[src/hdl/ssp_pkg.sv]
// package for the strap sampling and status pin block
package ssp_pkg;
    // strap sampling: synchroniser stages the pins pass before the latch point
    localparam int unsigned SYNC_STAGES = 2;
    // reset values of the latched straps (pin pull levels)
    localparam logic RST_GANGED = 1'h0; // ganged-select pin pulled down
    localparam logic RST_AUTO_N = 1'h1; // automatic-charge pin pulled up
    localparam logic RST_BUS_MODE = 1'h1; // bus-mode pin pulled up
    localparam logic RST_PWR_MGMT_N = 1'h0; // power management pin pulled down
    // config constants: slave address bit, charging-excluded port, port count
    localparam int unsigned SLAVE_ADDR_BIT = 2;
    localparam int unsigned CHG_EXCLUDED_PORT = 1;
    localparam int unsigned NUM_PORTS = 4;

    // latched strap values
    typedef struct packed {
        logic ganged;          // 1 ganged, 0 individual
        logic auto_charge_n;   // 0 automatic mode enabled
        logic bus_mode;        // 1 i2c master, 0 smbus slave
        logic power_mgmt_n;    // 0 power switching enabled
    } ssp_straps_t;

    // drive side of one dual-use pin
    typedef struct packed {
        logic o;
        logic oe;
    } ssp_pin_drv_t;

    typedef enum logic [1:0] {
        SSP_RESET = 2'b00,
        SSP_SAMPLE = 2'b01,
        SSP_RUN = 2'b10
    } ssp_state_t;
endpackage : ssp_pkg

[src/hdl/ssp_strap_status.sv]
// strap latch and post-reset status drive for the ganged and auto-charge pins
`timescale 1ns/1ps
module ssp_strap_status #(
    parameter int NUM_PORTS = ssp_pkg::NUM_PORTS
) (
    // clock and reset
    input wire logic clk,
    input wire logic rst_b,
    // dual-use pins, input side
    input wire logic ganged_pin_i,
    input wire logic auto_charge_strap_n_i,
    // strap-only pins
    input wire logic bus_mode_strap,
    input wire logic power_mgmt_strap_n,
    // status from the hub core
    input wire logic upstream_highspeed_connected,
    input wire logic upstream_highspeed_suspended,
    input wire logic hs_status_enable,
    // per-port charging enables from configuration
    input wire logic [NUM_PORTS-1:0] charge_port_enable,
    // dual-use pins, drive side
    output logic ganged_pin_o,
    output logic ganged_pin_oe,
    output logic auto_charge_pin_o,
    output logic auto_charge_pin_oe,
    // latched configuration outputs
    output logic ganged_power,
    output logic individual_power,
    output logic power_switching_en,
    output logic i2c_master_mode,
    output logic smbus_slave_mode,
    output logic slave_addr_bit2,
    output logic auto_charge_disable_bit,
    output logic auto_charge_mode,
    output logic [NUM_PORTS-1:0] charging_downstream_port_mode,
    output logic straps_valid
);
    // strap pins travel as one word through the synchroniser
    localparam int PIN_COUNT = $bits(ssp_pkg::ssp_straps_t);

    // synced pins and latch state
    logic [PIN_COUNT-1:0] pins_sync;
    ssp_pkg::ssp_straps_t straps;
    ssp_pkg::ssp_straps_t next_straps;
    ssp_pkg::ssp_state_t state;
    ssp_pkg::ssp_state_t next_state;

    // status pin drive
    ssp_pkg::ssp_pin_drv_t drv_gang;
    ssp_pkg::ssp_pin_drv_t drv_auto;
    ssp_pkg::ssp_pin_drv_t next_drv_gang;
    ssp_pkg::ssp_pin_drv_t next_drv_auto;

    // next values of the decoded outputs
    logic next_ganged_power;
    logic next_individual_power;
    logic next_power_switching_en;
    logic next_i2c_master_mode;
    logic next_smbus_slave_mode;
    logic next_slave_addr_bit2;
    logic next_auto_charge_disable_bit;
    logic next_auto_charge_mode;
    logic [NUM_PORTS-1:0] next_chg_port_mode;
    logic next_straps_valid;
    // charging allowed per port by the strap, before the enables
    logic [NUM_PORTS-1:0] port_keep;

    // every pin passes two flops before the latch reads it
    ssp_sync #(
        .WIDTH(PIN_COUNT)
    ) u_sync (
        .clk(clk),
        .rst_b(rst_b),
        .async_in({ganged_pin_i, auto_charge_strap_n_i, bus_mode_strap,
                   power_mgmt_strap_n}),
        .sync_out(pins_sync)
    );

    // strap latch: one idle state after release, then a single sample
    // with two sync flops the sample still takes the pin level of the last cycle under reset
    always_comb begin
        next_state = state;
        next_straps = straps;
        unique case (state)
            ssp_pkg::SSP_RESET: begin
                next_state = ssp_pkg::SSP_SAMPLE;
            end
            ssp_pkg::SSP_SAMPLE: begin
                // pins still inputs here, so the synced level is the strap
                next_straps.ganged = pins_sync[3];
                next_straps.auto_charge_n = pins_sync[2];
                next_straps.bus_mode = pins_sync[1];
                next_straps.power_mgmt_n = pins_sync[0];
                next_state = ssp_pkg::SSP_RUN;
            end
            ssp_pkg::SSP_RUN: begin
                // straps never move again until the next reset
                next_state = ssp_pkg::SSP_RUN;
            end
            default: begin
                next_state = ssp_pkg::SSP_RESET;
            end
        endcase
        // reset wins over the state walk and restores the pull levels
        if (!rst_b) begin
            next_state = ssp_pkg::SSP_RESET;
            next_straps = '{ganged: ssp_pkg::RST_GANGED,
                            auto_charge_n: ssp_pkg::RST_AUTO_N,
                            bus_mode: ssp_pkg::RST_BUS_MODE,
                            power_mgmt_n: ssp_pkg::RST_PWR_MGMT_N};
        end
    end

    always_ff @(posedge clk) begin
        state <= next_state;
        straps <= next_straps;
    end

    // per-port keep mask: port 1 sits at index 0 and is barred only in automatic mode
    for (genvar p = 0; p < NUM_PORTS; p++) begin : g_port
        if (p == ssp_pkg::CHG_EXCLUDED_PORT - 1) begin : g_barred
            assign port_keep[p] = straps.auto_charge_n;
        end else begin : g_free
            assign port_keep[p] = 1'h1;
        end
    end

    // power control decode; reset and the pre-latch window hold all low
    // gang choice matters only with switching enabled
    always_comb begin
        next_straps_valid = rst_b && (state == ssp_pkg::SSP_RUN);
        next_power_switching_en = next_straps_valid && !straps.power_mgmt_n;
        next_ganged_power = next_power_switching_en && straps.ganged;
        next_individual_power = next_power_switching_en && !straps.ganged;
    end

    // power control registers
    always_ff @(posedge clk) begin
        straps_valid <= next_straps_valid;
        power_switching_en <= next_power_switching_en;
        ganged_power <= next_ganged_power;
        individual_power <= next_individual_power;
    end

    // bus mode decode
    // address bit only meaningful in smbus mode, else held low
    always_comb begin
        next_i2c_master_mode = next_straps_valid && straps.bus_mode;
        next_smbus_slave_mode = next_straps_valid && !straps.bus_mode;
        next_slave_addr_bit2 = next_smbus_slave_mode && straps.ganged;
    end

    // bus mode registers
    always_ff @(posedge clk) begin
        i2c_master_mode <= next_i2c_master_mode;
        smbus_slave_mode <= next_smbus_slave_mode;
        slave_addr_bit2 <= next_slave_addr_bit2;
    end

    // charging decode
    // relies on board strapping; gang does not block charging here
    always_comb begin
        next_auto_charge_disable_bit = next_straps_valid && straps.auto_charge_n;
        next_auto_charge_mode = next_straps_valid && !straps.auto_charge_n;
        next_chg_port_mode = charge_port_enable & port_keep;
        // the core must never see charging offered before the straps are known
        if (!next_straps_valid) begin
            next_chg_port_mode = '0;
        end
    end

    // charging registers
    always_ff @(posedge clk) begin
        auto_charge_disable_bit <= next_auto_charge_disable_bit;
        auto_charge_mode <= next_auto_charge_mode;
        charging_downstream_port_mode <= next_chg_port_mode;
    end

    // one status pin: input until latched, then driven only while enabled
    function automatic ssp_pkg::ssp_pin_drv_t status_drive(input logic valid,
                                                           input logic enable,
                                                           input logic status);
        ssp_pkg::ssp_pin_drv_t drv;
        drv.oe = valid && enable;
        drv.o = drv.oe && status;
        return drv;
    endfunction : status_drive

    // status drive; both pins share the enable and the latch gate
    // a low while enabled is a driven low, never a released pin
    always_comb begin
        next_drv_gang = status_drive(next_straps_valid, hs_status_enable,
                                     upstream_highspeed_connected);
        next_drv_auto = status_drive(next_straps_valid, hs_status_enable,
                                     upstream_highspeed_suspended);
    end

    // status pin registers
    always_ff @(posedge clk) begin
        drv_gang <= next_drv_gang;
        drv_auto <= next_drv_auto;
    end

    // pin outputs straight from flops
    assign ganged_pin_o = drv_gang.o;
    assign ganged_pin_oe = drv_gang.oe;
    assign auto_charge_pin_o = drv_auto.o;
    assign auto_charge_pin_oe = drv_auto.oe;
    // factory test pin is not an input of this block
endmodule : ssp_strap_status

[src/hdl/ssp_sync.sv]
// two-stage synchroniser for strap and status pin inputs
`timescale 1ns/1ps
module ssp_sync #(
    parameter int WIDTH = 1
) (
    // clock and reset
    input wire logic clk,
    input wire logic rst_b,
    // async in, synced out
    input wire logic [WIDTH-1:0] async_in,
    output logic [WIDTH-1:0] sync_out
);
    logic [WIDTH-1:0] meta;
    logic [WIDTH-1:0] next_meta;
    logic [WIDTH-1:0] next_sync_out;

    // first stage feeds only the second stage
    always_comb begin
        next_meta = async_in;
        next_sync_out = meta;
    end

    // no reset value: pins are sampled from the first edge
    always_ff @(posedge clk) begin
        meta <= next_meta;
        sync_out <= next_sync_out;
    end
endmodule : ssp_sync

[config.mk]
export PLATFORM = sky130hd
export DESIGN_NAME = ssp_strap_status
export DESIGN_NICKNAME = d
export VERILOG_FILES = /design/src/hdl/ssp_pkg.sv /design/src/hdl/ssp_strap_status.sv /design/src/hdl/ssp_sync.sv
export SDC_FILE = /design/constraint.sdc
export NUM_CORES = 1
export LEC_CHECK = 0
export ABC_AREA = 1
export BUFFER_PORTS_ARGS = -buffer_cell sky130_fd_sc_hd__buf_2
export CORE_ASPECT_RATIO = 0.7
export CORE_MARGIN = 5
export CORE_UTILIZATION = 46
export DETAILED_ROUTE_END_ITERATION = 8
export GPL_TIMING_DRIVEN = 0
export PLACE_DENSITY = 0.74
export RECOVER_POWER = 25
export SETUP_SLACK_MARGIN = 0.15
export SYNTH_ARGS = -nofsm -noshare
export SYNTH_HDL_FRONTEND = slang
export SYNTH_SLANG_ARGS = --single-unit
export TNS_END_PERCENT = 5
[constraint.sdc]
create_clock -name clk -period 1.25 [get_ports clk]
set_clock_uncertainty 0.05 [all_clocks]
set_input_delay 0.0625 -clock clk [delete_from_list [all_inputs] [get_ports clk]]
set_output_delay 0.0625 -clock clk [all_outputs]
set_load 0.03 [all_outputs]
==> results of run 1 <==
-- through the flow --
| stage | hold WS (ps) | power [uW] | cells | cell area (sq um) | util [%] |
|---|---|---|---|---|---|
| floorplan | 40.2 | 1280 | 85 | 888 | - |
| global placement | 115 | 1350 | 136 | 1060 | 57.2 |
| detailed placement | 116 | 1360 | 136 | 1060 | 57.2 |
| CTS | 281 | 1890 | 155 | 1230 | 66.6 |
| global route | 284 | 1990 | 157 | 1270 | 68.5 |
| finish | 281 | 1880 | 157 | 1270 | 68.5 |
-- what timing repair did --
action                                  in CTS  in global routing
hold buffers                                12                  0
pin swaps                                    0                  1
hold endpoints to repair                    17                  0
resized for setup                            2                  2
cloned                                       0                  1
endpoints found under the setup margin      10                 13
setup buffers                                0                  1
-- worst max-delay path by stage --
stage | slack (ps) | start | cells after the start | to
after global routing | 130 | state[0] | 5 | auto_charge_pin_oe
after floorplan | 220 | state[0] | 5 | straps_valid
after detailed placement | 130 | state[0] | 5 | straps_valid
final | 180 | state[0] | 5 | auto_charge_pin_oe
after global placement | 160 | state[0] | 5 | straps_valid
after CTS | 150 | state[0] | 5 | straps_valid
-- per-layer routing --
| layer | wire [um] | vias to the layer above | global-route usage, % |
|---|---|---|---|
| li1 | - | 348 | - |
| met1 | 645 | 261 | 11.2 |
| met2 | 652 | 31 | 18.2 |
| met3 | 199 | 2 | 8.37 |
| met4 | 11 | 0 | 7.63 |
| met5 | 0 | - | 0 |
-- flip-flops by register name (all words and copies together) (netlist names), 2 cells and up --
| signal | count |
|---|---|
| charging_downstream_port_mode | 4 |
| state | 2 |
| straps | 3 |
| u_sync.meta | 4 |
| u_sync.sync_out | 4 |
-- worst register-to-register path: stages (launching register included) --
cell and delay, ps:
dfxtp_1 340, inv_1 60, ha_2 190, nand2_4 120, clkbuf_16 170, nor2_2 30
-- final cells by class --
class	count	share of cell area (%)
buffer	2	2.17
clock buffer	7	3.55
inverter	17	5.02
multi-input combinational	36	16.6
sequential	30	47.3
tap	22	2.17
timing repair buffer	43	23.3
-- logic make-up after synthesis --
family                   after synthesis  synth area share (%)
flip-flops                            30                  67.6
AND/OR/NAND/NOR                       33                  18.9
adder cells (fa/ha/maj)                3                  4.23
buffers and inverters                 19                  9.30
-- cells in the final DEF, fill, tap and decap left out --
master,instances
ha_2,2
inv_1,17
clkbuf_4,5
nand2_4,1
buf_2,27
nor3_1,5
dfxtp_1,30
nand2_1,11
clkbuf_16,1
nand3_1,2
clkbuf_1,4
nor2_1,5
nor2_4,1
nor2_2,8
buf_12,1
ha_1,1
dlygate4sd3_1,12
buf_4,2
-- power breakdown --
| group | leakage [uW] | internal [uW] | switching [uW] | total, uW |
|---|---|---|---|---|
| Sequential | 0.000247 | 1030 | 38.4 | 1070 |
| Clock | 0.0000254 | 211 | 277 | 489 |
| Combinational | 0.000403 | 139 | 180 | 320 |
| Total | 0.000675 | 1380 | 496 | 1880 |
==> flow_summary.ini, run 1 <==
[floorplanning]
ios = 30
die_x_um = 62.5
rows = 13
core_sq_mm = 0.00185
die_area_sq_mm = 0.00292
initial_core_util_pct = 47.9
die_height_um = 46.8

[synth]
yosys-top-cells-area = dfxtp_1 (68%), inv_1 (7.2%), nor2_2 (5.6%)
ys_types = 12
syn-cell-area_sq_um = 888
synth_most_common_cell = dfxtp_1
synthArstFlopShare_pct = 0
synth.top_cells.by_count = dfxtp_1 (30), inv_1 (17), nand2_1 (11)
ys.warnings.count = 0
synth_ff_type = dfxtp_1
synth_top_area_share_pct = 67.6
avgSynthCellArea_sq_um = 10.5
synth_edf_count = 0
yosysSeqAreaShare_pct = 67.6
yosysTopAreaCell = dfxtp_1
synthCells = 85
ys_ff_latch = 30
syn-num-nets = 101

[global_route]
grt-ovfl-total = 0
grt_max_degree = 11
grt_use_total_pct = 11.5
grt_pass1_wl_mm = 2.45
antenna_found_initial = 0
grt_pass1_vias = 571

[cells_and_area]
fillers = 145
syn_to_final_growth_pct = 43.0
diodes = 0
register_area_sq_um = 601
fin_nets = 151
drive_gt1_share_pct = 35.6
multi_input_area_sq_um = 210

[routing]
vias = 642
drt-total-wl_mm = 1.51
dr.pass1.iters = 2
drc = 0
ant_nets = 0
via_per_inst = 4.09
wl_per_cell_um = 9.61
drtIter0Drc = 5

[worst_setup_path]
critPathMaxStageDelay_ps = 340
endpoint_kind = flop
worst-endpoint-required_ps = 1410
r2r-start = state[0]
crit_slowest_cell = dfxtp_1
r2r-end = auto_charge_pin_oe
reg2reg_setup_slack_ps = 180
path_delay_family = flip-flops
crit_type = reg -> reg
crit_buf_inv = 2
start_kind = flop
cp_cell_sequence = inv_1, ha_2, nand2_4, clkbuf_16, nor2_2
crit_arrival_ps = 1240
r2r_cells = 5
path_max_fanout = 8

[timing]
layout_setup_ws_ps = 177
rsz0062_at_grt = true
setup_viol = 0
tightest_slew_ps = 368
hold_viol_final = 0
slew_headroom_pct = 75.6
setup-tns-final_ps = 0
max_freq_mhz = 932
period_share_pct = 85.8
finalMaxSlewViolations = 0
fin_crit_ps = 1070

[min_path]
hold_path_depth = 0
worstHoldStart = u_sync.meta[1]
hold_class = reg -> reg
hold_end = u_sync.sync_out[1]

[cts]
clk_latency_ps = 310
cts-root-buf = clkbuf_4
cts_tree = built
htreeDepth = 2
clockBufferDepth = 2
clkTransAtPathRegs_ps = 80
cts_buffers = 5
clock_sinks = 30

[placed_design]
numPortBuffers = 29
place.gp.congestion = 0.673
pre_cts_slack_ps = 126

[flow_run]
drv_cap = 0

[pwr]
leakagePower_uw = 0.000675
p_per_area_mw_per_mm2 = 1480
vdd_drop_max_v = 0.000957

[status]
status = complete, no violations
Note: power is estimated with default switching activity, not from simulation.
==> run 2, diff against run 1 <==
--- a/config.mk
+++ b/config.mk
@@ -6,13 +6,12 @@
 export NUM_CORES = 1
 export LEC_CHECK = 0
 export ABC_AREA = 1
-export BUFFER_PORTS_ARGS = -buffer_cell sky130_fd_sc_hd__buf_2
-export CORE_ASPECT_RATIO = 0.7
 export CORE_MARGIN = 5
-export CORE_UTILIZATION = 46
+export CORE_UTILIZATION = 55
 export DETAILED_ROUTE_END_ITERATION = 8
+export DONT_BUFFER_PORTS = 1
 export GPL_TIMING_DRIVEN = 0
-export PLACE_DENSITY = 0.74
+export PLACE_DENSITY = 0.7
 export RECOVER_POWER = 25
 export SETUP_SLACK_MARGIN = 0.15
 export SYNTH_ARGS = -nofsm -noshare
==> flow_summary.ini, run 2 (same netlist as run 1, synthesis figures left out) <==
[cells_and_area]
fin_nets = 121
drive_gt1_share_pct = 22.1
syn_to_final_growth_pct = 25.6
final_util_pct = 73.2
diodes = 0
final_common_cell = dfxtp_1
top_regs = charging_downstream_port_mode: 4 flops, u_sync.meta: 4 flops, u_sync.sync_out: 4 flops
mostFrequentLayoutCells = dfxtp_1 (28), inv_1 (17), nand2_1 (11), dlygate4sd3_1 (11), nor2_2 (8)

[status]
violations = negative hold slack
status = complete, but fails checks

[routing]
vias = 533
via_per_inst = 4.44
drt-total-wl_mm = 1.29
wl_per_cell_um = 10.7
drtIter0Drc = 3
ant_nets = 0
dr.pass1.iters = 2
drc = 0

[cts]
cts_hold_buf = 11
htreeDepth = 2
cts-root-buf = clkbuf_4
clkTransAtPathRegs_ps = 90
clockBufferDepth = 2
cts_buffers = 5
clock_sinks = 30
cts_tree = built
clk_latency_ps = 310

[timing]
fin_crit_ps = 1030
rsz0062_at_grt = false
tightest_slew_ps = 308
slew_headroom_pct = 79.4
period_share_pct = 82.2
setup_viol = 0
max_freq_mhz = 973
hold_viol_final = 12
layout_setup_ws_ps = 222
setup-tns-final_ps = 0
finalMaxSlewViolations = 0
fin_hold_ws_ps = -220

[worst_setup_path]
path_delay_family = flip-flops
crit_arrival_ps = 920
start_kind = flop
path_max_fanout = 2
crit_type = reg -> out
worst-endpoint-required_ps = 1140
critPathMaxStageDelay_ps = 420
cp_cell_sequence = buf_4
endpoint_kind = output pin
crit_slowest_cell = dfxtp_2
crit_buf_inv = 1

[pwr]
p_per_area_mw_per_mm2 = 1670
swShare_pct = 25.2
power_frac_comb_pct = 11.2
power_switching_uw = 469
power_uw = 1860
clockPowerShare_pct = 28.0
power.internal_uw = 1390
vdd_drop_max_v = 0.00120
leakagePower_uw = 0.000546
seq_power_share_pct = 60.7

[placed_design]
place.gp.congestion = 0.617
pre_cts_slack_ps = 161
numPortBuffers = 0
hpwl_um = 820

[global_route]
antenna_found_initial = 0
grt_use_total_pct = 10.4
grt_max_degree = 11
grt-ovfl-total = 0
grt_pass1_vias = 465
grt_pass1_wl_mm = 1.95

[floorplanning]
ios = 30
core_sq_mm = 0.00152
initial_core_util_pct = 58.3
die_area_sq_mm = 0.00252
die_x_um = 50.2
rows = 14
die_height_um = 50.2

[min_path]
hold_class = in -> reg

[flow_run]
drv_cap = 0
[run 2: cell count changes in the layout (fill, tap and decap cells not counted)]
| cell | before | now |
|---|---|---|
| buf_2 | 27 | 0 |
| clkbuf_1 | 4 | 0 |
| clkbuf_8 | 0 | 1 |
| dfxtp_1 | 30 | 28 |
| dfxtp_2 | 0 | 2 |
| dlygate4sd3_1 | 12 | 11 |
| ha_1 | 1 | 2 |
| ha_2 | 2 | 1 |
[run 2: power groups by stage]
stage	Clock [uW]	Sequential (uW)	Combinational, uW
detailed placement	0	1150	155
global route	588	1140	237
finish	522	1130	209
global placement	0	1150	153
floorplan	0	1140	137
CTS	544	1130	182
[run 2: what timing repair did]
action	in CTS	in global routing
pin swaps	0	1
gates resized for setup	1	4
cloned	0	1
setup endpoints to repair	2	10
endpoints found under the hold margin	23	15
setup buffers	0	1
[run 2: path summary, 6_finish.rpt]
kind / startpoint / end / slack, ps / depth (start not counted)
setup reg to reg: state[0] / auto_charge_mode / 220 / 5
hold reg to reg: u_sync.meta[1] / u_sync.sync_out[1] / 280 / 0
setup / recovery: auto_charge_pin_oe / ganged_pin_oe / 220 / 1
hold / removal: rst_b / port_keep[0] / -220 / 1
[run 2: layer usage]
| metal | part of all wire, % | wire [um] | vias to the layer above | global-route usage [%] |
|---|---|---|---|---|
| met3 | 13 | 164 | 0 | 8.28 |
| met2 | 50 | 640 | 25 | 16.9 |
| met1 | 37 | 481 | 225 | 10.2 |
| met5 | 0 | 0 | - | 0 |
| li1 | - | - | 283 | - |
| met4 | 0 | 0 | 0 | 2.62 |
[run 2: per-stage QoR]
stage | cells | area [sq um]
floorplan | 85 | 888
CTS | 118 | 1070
global route | 120 | 1120
global placement | 101 | 908
detailed placement | 101 | 908
finish | 120 | 1120
[run 2: final cells by class]
| class | count | area (sq um) |
|---|---|---|
| plain buffers | 2 | 27.5 |
| clock buffers | 6 | 51.3 |
| fillers | 111 | 408 |
| inverters | 17 | 63.8 |
| multi-input cells | 36 | 208 |
| flip-flops and latches | 30 | 603 |
| well taps | 16 | 20.0 |
| repair buffers | 13 | 143 |
